### src/core/adc_params.svh
// timing counts, pin positions and reset values of the converter result interface
`ifndef ADC_PARAMS_SVH
`define ADC_PARAMS_SVH
`define WORD_W 16
`define CLK_PERIOD_NS 25
`define T_CONV_NS 1300
`define CONV_CYC (`T_CONV_NS / `CLK_PERIOD_NS)
`define SHIFT_LEN 16
`define PIN_CHAIN_SERIAL_IN 9
`define PIN_RESULT_SERIAL_OUT 10
`define PIN_SCLK 11
`define FIFO_DEPTH 2
`define WORD_RST 16'h0000
`endif

### src/core/adc_pkg.sv
// types shared by the converter result interface
`include "adc_params.svh"
package adc_pkg;
  timeunit 1ns;
  timeprecision 100ps;
  typedef enum logic [1:0] {
    ST_IDLE = 2'b01,
    ST_CONV = 2'b10
  } conv_state_t;
  // result pins: level driven and enable per pin
  typedef struct packed {
    logic [`WORD_W-1:0] dout;
    logic [`WORD_W-1:0] oe;
  } pins_t;
  // control inputs sampled from the pins
  typedef struct packed {
    logic interface_select;
    logic code_format_select;
    logic byte_order_swap;
    logic chip_select_n;
    logic read_enable_n;
    logic power_down_in;
    logic conversion_start_n;
    logic sclk;
    logic chain_serial_in;
  } ctl_t;
endpackage

### src/core/sar_adc_result_interface.sv
// conversion control, result buffer and parallel/serial result output of the converter
`include "adc_params.svh"
module sar_adc_result_interface (
  input wire logic clk_sys,
  input wire logic rst,
  input wire logic interface_select,
  input wire logic code_format_select,
  input wire logic byte_order_swap,
  input wire logic chip_select_n,
  input wire logic read_enable_n,
  input wire logic power_down_in,
  input wire logic conversion_start_n,
  input wire logic [`WORD_W-1:0] sample_code,
  input wire logic [`WORD_W-1:0] data_in,
  output adc_pkg::pins_t result_pins,
  output logic busy,
  output logic stall
);
  timeunit 1ns;
  timeprecision 100ps;
  import adc_pkg::*;

  // code format and byte order of a result word
  function automatic logic [`WORD_W-1:0] fmt_word(input logic [`WORD_W-1:0] w,
                                                 input logic ob);
    fmt_word = {w[`WORD_W-1] ^ ~ob, w[`WORD_W-2:0]};
  endfunction

  function automatic logic [`WORD_W-1:0] swap_word(input logic [`WORD_W-1:0] w,
                                                  input logic sw);
    swap_word = sw ? {w[7:0], w[15:8]} : w;
  endfunction

  // chip select and read both low open the result outputs
  function automatic logic read_on(input ctl_t c);
    read_on = ~c.chip_select_n & ~c.read_enable_n;
  endfunction

  // two-flop synchronisers for every pin input, plus a third stage for edges
  // only the second stage feeds logic; the third is read for edges alone
  ctl_t raw;
  ctl_t s1_q;
  ctl_t s1_d;
  ctl_t s2_q;
  ctl_t s2_d;
  ctl_t s3_q;
  ctl_t s3_d;

  // gather the pin levels and chain the synchroniser stages
  always_comb begin
    raw.interface_select = interface_select;
    raw.code_format_select = code_format_select;
    raw.byte_order_swap = byte_order_swap;
    raw.chip_select_n = chip_select_n;
    raw.read_enable_n = read_enable_n;
    raw.power_down_in = power_down_in;
    raw.conversion_start_n = conversion_start_n;
    raw.sclk = data_in[`PIN_SCLK];
    raw.chain_serial_in = data_in[`PIN_CHAIN_SERIAL_IN];
    s1_d = raw;
    s2_d = s1_q;
    s3_d = s2_q;
  end

  // stages idle high, so no false start or clock edge follows reset
  always_ff @(posedge clk_sys) begin
    if (rst) begin
      s1_q <= '1;
      s2_q <= '1;
      s3_q <= '1;
    end else begin
      s1_q <= s1_d;
      s2_q <= s2_d;
      s3_q <= s3_d;
    end
  end

  logic start_fall;
  logic sclk_rise;
  logic rd_active;
  logic rd_active_prev;
  // edge and read detection on the synchronised pins
  assign start_fall = s3_q.conversion_start_n & ~s2_q.conversion_start_n;
  assign sclk_rise = ~s3_q.sclk & s2_q.sclk & ~s2_q.chip_select_n;
  assign rd_active = read_on(s2_q);
  assign rd_active_prev = read_on(s3_q);

  // two-entry result buffer between conversion and output
  logic [`WORD_W-1:0] mem_q [`FIFO_DEPTH];
  logic [`WORD_W-1:0] mem_d [`FIFO_DEPTH];
  logic wptr_q;
  logic wptr_d;
  logic rptr_q;
  logic rptr_d;
  logic [1:0] cnt_q;
  logic [1:0] cnt_d;
  logic in_ready;
  logic out_valid;
  logic push;
  logic pop;
  logic [`WORD_W-1:0] push_word;

  // room for a new word, and a word waiting for the output stage
  assign in_ready = (cnt_q != 2'd2);
  assign out_valid = (cnt_q != 2'd0);

  // conversion sequencer: busy from start edge to end of conversion time
  conv_state_t st_q;
  conv_state_t st_d;
  logic [6:0] ccnt_q;
  logic [6:0] ccnt_d;
  logic busy_d;

  always_comb begin
    st_d = st_q;
    ccnt_d = ccnt_q;
    busy_d = busy;
    push = 1'b0;
    push_word = fmt_word(sample_code, s2_q.code_format_select);
    case (st_q)
      ST_IDLE: begin
        // start edge taken whatever chip select does, not while powered down
        if (start_fall && !s2_q.power_down_in && in_ready) begin
          st_d = ST_CONV;
          // conversion time is rounded down to whole clock cycles
          ccnt_d = 7'(`CONV_CYC - 1);
          busy_d = 1'b1;
        end
      end
      ST_CONV: begin
        // count the conversion time down, then hand the word to the buffer
        if (ccnt_q == 7'd0) begin
          st_d = ST_IDLE;
          busy_d = 1'b0;
          push = 1'b1;
        end else begin
          ccnt_d = ccnt_q - 7'd1;
        end
      end
      default: begin
        // illegal code: return to idle
        st_d = ST_IDLE;
        busy_d = 1'b0;
      end
    endcase
  end

  // sequencer registers; reset aborts a running conversion
  always_ff @(posedge clk_sys) begin
    if (rst) begin
      st_q <= ST_IDLE;
      ccnt_q <= 7'd0;
      busy <= 1'b0;
    end else begin
      st_q <= st_d;
      ccnt_q <= ccnt_d;
      busy <= busy_d;
    end
  end

  // buffer pointers and storage
  always_comb begin
    mem_d = mem_q;
    wptr_d = wptr_q;
    rptr_d = rptr_q;
    cnt_d = cnt_q;
    if (push) begin
      mem_d[wptr_q] = push_word;
      wptr_d = ~wptr_q;
    end
    if (pop) begin
      rptr_d = ~rptr_q;
    end
    cnt_d = 2'(cnt_q + {1'b0, push} - {1'b0, pop});
  end

  // buffer registers; reset empties the buffer
  always_ff @(posedge clk_sys) begin
    if (rst) begin
      mem_q[0] <= `WORD_RST;
      mem_q[1] <= `WORD_RST;
      wptr_q <= 1'b0;
      rptr_q <= 1'b0;
      cnt_q <= 2'd0;
    end else begin
      mem_q <= mem_d;
      wptr_q <= wptr_d;
      rptr_q <= rptr_d;
      cnt_q <= cnt_d;
    end
  end

  // output stage: held word, serial shifter and pin drivers
  logic [`WORD_W-1:0] hold_q;
  logic [`WORD_W-1:0] hold_d;
  logic hold_v_q;
  logic hold_v_d;
  logic [`WORD_W-1:0] shreg_q;
  logic [`WORD_W-1:0] shreg_d;
  logic [4:0] bcnt_q;
  logic [4:0] bcnt_d;
  logic ser_bit_q;
  logic ser_bit_d;
  pins_t pins_d;
  logic stall_d;
  logic consumed;

  // hold keeps the shown word until the host has read it
  always_comb begin
    hold_d = hold_q;
    hold_v_d = hold_v_q;
    shreg_d = shreg_q;
    bcnt_d = bcnt_q;
    ser_bit_d = ser_bit_q;
    consumed = 1'b0;
    if (s2_q.interface_select) begin
      if (s2_q.chip_select_n) begin
        shreg_d = hold_q;
        bcnt_d = 5'd0;
      end else if (sclk_rise) begin
        // msb first; chain input enters behind the result word
        ser_bit_d = shreg_q[`WORD_W-1];
        shreg_d = {shreg_q[`WORD_W-2:0], s2_q.chain_serial_in};
        // the sixteenth rise finishes the word, so the next one may load
        if (bcnt_q == 5'(`SHIFT_LEN - 1)) begin
          consumed = hold_v_q;
        end
        if (bcnt_q != 5'(`SHIFT_LEN)) begin
          bcnt_d = bcnt_q + 5'd1;
        end
      end
    end else begin
      // a parallel read ends when chip select or read goes high
      consumed = rd_active_prev & ~rd_active & hold_v_q;
    end
    pop = out_valid & (~hold_v_q | consumed);
    if (consumed) begin
      hold_v_d = 1'b0;
    end
    if (pop) begin
      hold_d = mem_q[rptr_q];
      hold_v_d = 1'b1;
      // a word that arrives mid-frame waits for chip select high,
      // so a frame in progress is never torn
      if (s2_q.chip_select_n) begin
        shreg_d = mem_q[rptr_q];
      end
    end
    // a full buffer refuses new starts; stall tells the host why
    stall_d = ~in_ready;
    pins_d.dout = '0;
    pins_d.oe = '0;
    if (rd_active) begin
      if (s2_q.interface_select) begin
        // only the serial output pin is driven in serial mode
        pins_d.dout[`PIN_RESULT_SERIAL_OUT] = ser_bit_d;
        pins_d.oe[`PIN_RESULT_SERIAL_OUT] = 1'b1;
      end else begin
        // byte order follows the synchronised swap pin
        pins_d.dout = swap_word(hold_d, s2_q.byte_order_swap);
        pins_d.oe = '1;
      end
    end
  end

  // output registers; reset releases every result pin
  always_ff @(posedge clk_sys) begin
    if (rst) begin
      hold_q <= `WORD_RST;
      hold_v_q <= 1'b0;
      shreg_q <= `WORD_RST;
      bcnt_q <= 5'd0;
      ser_bit_q <= 1'b0;
      result_pins <= '0;
      stall <= 1'b0;
    end else begin
      hold_q <= hold_d;
      hold_v_q <= hold_v_d;
      shreg_q <= shreg_d;
      bcnt_q <= bcnt_d;
      ser_bit_q <= ser_bit_d;
      result_pins <= pins_d;
      stall <= stall_d;
    end
  end
endmodule // sar_adc_result_interface

### config.mk
export PLATFORM = sky130hd
export DESIGN_NAME = sar_adc_result_interface
export DESIGN_NICKNAME = d
export VERILOG_FILES = /design/src/core/adc_pkg.sv /design/src/core/sar_adc_result_interface.sv
export VERILOG_INCLUDE_DIRS = /design/src /design/src/core
export SDC_FILE = /design/constraint.sdc
export NUM_CORES = 1
export LEC_CHECK = 0
export BUFFER_PORTS_ARGS = -buffer_cell sky130_fd_sc_hd__buf_2
export CORE_ASPECT_RATIO = 0.75
export CORE_MARGIN = 1
export CORE_UTILIZATION = 50
export DETAILED_ROUTE_END_ITERATION = 16
export GPL_ROUTABILITY_DRIVEN = 0
export HOLD_SLACK_MARGIN = 0.1
export PLACE_DENSITY = 0.72
export SETUP_SLACK_MARGIN = 0.05
export SYNTH_ARGS = -nofsm -noshare
export SYNTH_HDL_FRONTEND = slang
export SYNTH_SLANG_ARGS = --single-unit
### constraint.sdc
create_clock -name clk_sys -period 3.1 [get_ports clk_sys]
set_clock_uncertainty 0.2 [all_clocks]
set_input_delay 0.62 -clock clk_sys [delete_from_list [all_inputs] [get_ports clk_sys]]
set_output_delay 0.62 -clock clk_sys [all_outputs]
set_load 0.005 [all_outputs]
==> reports/qor.yml <==
grt_max_degree: 93
synthCells: 490
vias_per_cell: 5.40
track_usage: 0.222
drt-total-wl_um: 10300
cp_slowest_cell: "dfxtp_1"
die_w_um: 116
p_leak_nw: 2.40
vias: 3626
dieHeight_um: 87.2
worstHoldStart: "code_format_select"
start_kind: "flop"
ant_nets: 0
rr_endpoint: "result_pins[16]$_SDFF_PP0_"
clock_sinks: 125
ctsResizeCount: 0
root_buffer: "clkbuf_16"
status: "finished, final reports clean"
grt_pass1_vias: 3422
cts_buffer_depth: 2
setup_tns_ps: 0
max_freq_ghz: 0.372
layout.nets: 576
slew_headroom: 0.418
cts.clk_slew.worst_paths_ps: 50
r2r_slack_ps: 410
reg2reg_depth: 9
wl_per_cell_um: 15.3
finalHoldViolations: 0
synth.distinct_cells: 46
synth-edff-count: 0
grt_use_met1: 0.300
io_buffers: 60
dr.pass1.iters: 7
area_growth_pct: 17.6
layout-drive-gt1-share: 0.260
dpl_cell_area_mm2: 0.00512
diodes: 0
min_period_over_period: 0.868
ys_ff_latch: 125
cts-buffers-inserted: 17
grt_pass1_wl_um: 16900
io_pins: 75
crit_chain: "ha_1 > and3_1 > ha_1 > inv_1 > o221ai_2 > and2_1 > buf_12 > mux2i_1 > o22ai_1"
placed_cells: 639
met3_usage: 0.0557
synth_area_mm2: 0.00484
max_stage_delay_ps: 420
drv_slew: 0
crit_top_cell: "ha_1"
seq_area_mm2: 0.00250
post-dp-hpwl_um: 6330
critical_path_class: "flop to flop"
design_area_mm2: 0.00570
gr-max-usage-layer: "met2"
final.min_clock_period_ps: 2690
hp-class: "primary input to flop"
cts_tree: "done"
nFillCells: 795
stdcell_count: 671
peakVddDrop_mv: 0.343
cap_violations: 0
ys.warnings.count: 0
die-area_mm2: 0.0101
worstMarginPinSlew_ps: 874
hold_path_end: "s1_q[7]$_SDFF_PP1_"
rsz0062_at_grt: "false"
htreeDepth: 4
syn_nets: 536
drtIter0Drc: 330
cp.arrival_ps: 2750
rows: 30
r2r-start: "bcnt_q[0]$_SDFFE_PP0P_"
worstPathMaxFanout: 18
synth_async_sr_flop_share: 0
finalPower_mw: 4.21
hold_buffers: 0
required_ps: 3160
whs_path_depth: 2
gr-total-overflow: 0
ys_seq_area_frac: 0.517
postCtsSetupBuffers: 0
cp-end-kind: "flop"
use_met2: 0.346
ys.flop_type: "dfxtp_1"
avgSynthCellArea_um2: 9.88
design.core.area_mm2: 0.00923
setup_violations: 0
drc: 0
multi_input_area_mm2: 0.00203
clk_latency_ps: 410
antenna_found_initial: 0
start_util: 0.524
power_density_mw_per_mm2: 739
[worst max-delay path: cells and delay by family (launching register included)]
family	cells	cell delay [ps]
multiplexers	1	420
AND/OR/NAND/NOR	2	510
buffers and inverters	2	280
flip-flops	1	420
AO/OA/AOI/OAI	2	320
adder cells (fa/ha/maj)	2	380
[how the worst max path moves through the flow]
stage	to	slack, ps	cells past startpoint	start
final	result_pins[16]$_SDFF_PP0_	410	9	bcnt_q[0]$_SDFFE_PP0P_
after global routing	result_pins[16]$_SDFF_PP0_	270	9	bcnt_q[0]$_SDFFE_PP0P_
after global placement	result_pins[24]$_SDFF_PP0_	540	9	bcnt_q[0]$_SDFFE_PP0P_
after CTS	cnt_q[1]$_SDFF_PP0_	410	11	bcnt_q[0]$_SDFFE_PP0P_
after detailed placement	cnt_q[1]$_SDFF_PP0_	490	11	bcnt_q[0]$_SDFFE_PP0P_
after floorplan	cnt_q[1]$_SDFF_PP0_	600	11	ccnt_q[0]$_SDFFE_PP0P_
[flip-flops by register name (all words and copies together) (netlist names)]
name / flops
ser_bit_q: 1
wptr_q: 1
rptr_q: 1
bcnt_q: 5
s2_q: 9
hold_v_q: 1
result_pins: 18
shreg_q: 16
stall: 1
s3_q: 4
s1_q: 9
busy: 1
cnt_q: 2
mem_q: 32
hold_q: 16
st_q: 1
ccnt_q: 7
[logic make-up (layout without fill, tap and decap cells)]
logic type / count (synthesis) / after routing / share of synthesized area
simple gates: 139 / 139 / 0.137
flops: 125 / 125 / 0.517
compound gates: 103 / 103 / 0.147
buf+inv: 60 / 113 / 0.0643
mux: 50 / 50 / 0.108
xor+xnor: 8 / 8 / 0.0145
fa+ha+maj: 5 / 5 / 0.0129
[stage by stage]
step / hold slack, ps / setup slack (ps) / utilization
after CTS: 186 / 406 / 0.617
after detailed placement: 196 / 488 / 0.554
after global routing: 182 / 268 / 0.617
after global placement: 192 / 540 / 0.554
final: 193 / 410 / 0.617
after floorplan: 189 / 596 / -
[placed cells by master, fill, tap and decap left out, types with 6 or more instances in the layout]
cell type  instances
clkbuf_1           6
clkbuf_16         17
or2_2             24
nor2b_1            6
a21oi_1           21
a222oi_1          16
o21ai_0           19
buf_4              9
nor3_1             8
o22ai_1           15
a211oi_1          19
buf_2             60
dfxtp_1          125
mux2i_1           33
mux2_2            17
nor2_1            63
nand2_1           20
inv_1             11
[report_power, final]
part / total [mW] / leakage (nW) / switching (mW) / internal, mW
Sequential: 1.81 / 1.01 / 0.0943 / 1.71
Clock: 1.93 / 0.286 / 0.657 / 1.28
Combinational: 0.471 / 1.10 / 0.256 / 0.215
[cell usage after synthesis, types with 3 or more instances]
| cell type | number | area share |
|---|---|---|
| mux2i_1 | 33 | 0.068 |
| nand3_1 | 4 | 0.0041 |
| o22ai_1 | 15 | 0.019 |
| a211oi_1 | 19 | 0.029 |
| mux2_2 | 17 | 0.040 |
| buf_2 | 5 | 0.0052 |
| o21ai_0 | 20 | 0.021 |
| nand2_1 | 20 | 0.016 |
| xnor2_1 | 3 | 0.0054 |
| inv_1 | 11 | 0.0085 |
| a21oi_1 | 21 | 0.022 |
| buf_4 | 15 | 0.023 |
| nor2b_1 | 6 | 0.0078 |
| ha_1 | 5 | 0.013 |
| nor3_1 | 8 | 0.0083 |
| xor2_1 | 5 | 0.0090 |
| nor2_1 | 63 | 0.049 |
| or2_2 | 24 | 0.031 |
| dfxtp_1 | 125 | 0.52 |
| clkbuf_1 | 25 | 0.019 |
| a222oi_1 | 16 | 0.033 |
[cell type report]
cell class / instances / share of cell area
timing repair buffer: 70 / 0.0681
multi-input combinational: 305 / 0.356
inverter: 11 / 0.00725
sequential: 125 / 0.439
clock buffer: 24 / 0.0810
clock inverter: 8 / 0.0202
tap: 128 / 0.0281
[metal layers]
metal | wire (µm) | vias up
li1 | - | 1804
met5 | 0 | -
met2 | 4830 | 138
met3 | 673 | 9
met4 | 93 | 0
met1 | 4660 | 1675
No activity file was read; power rests on OpenSTA's default activity.
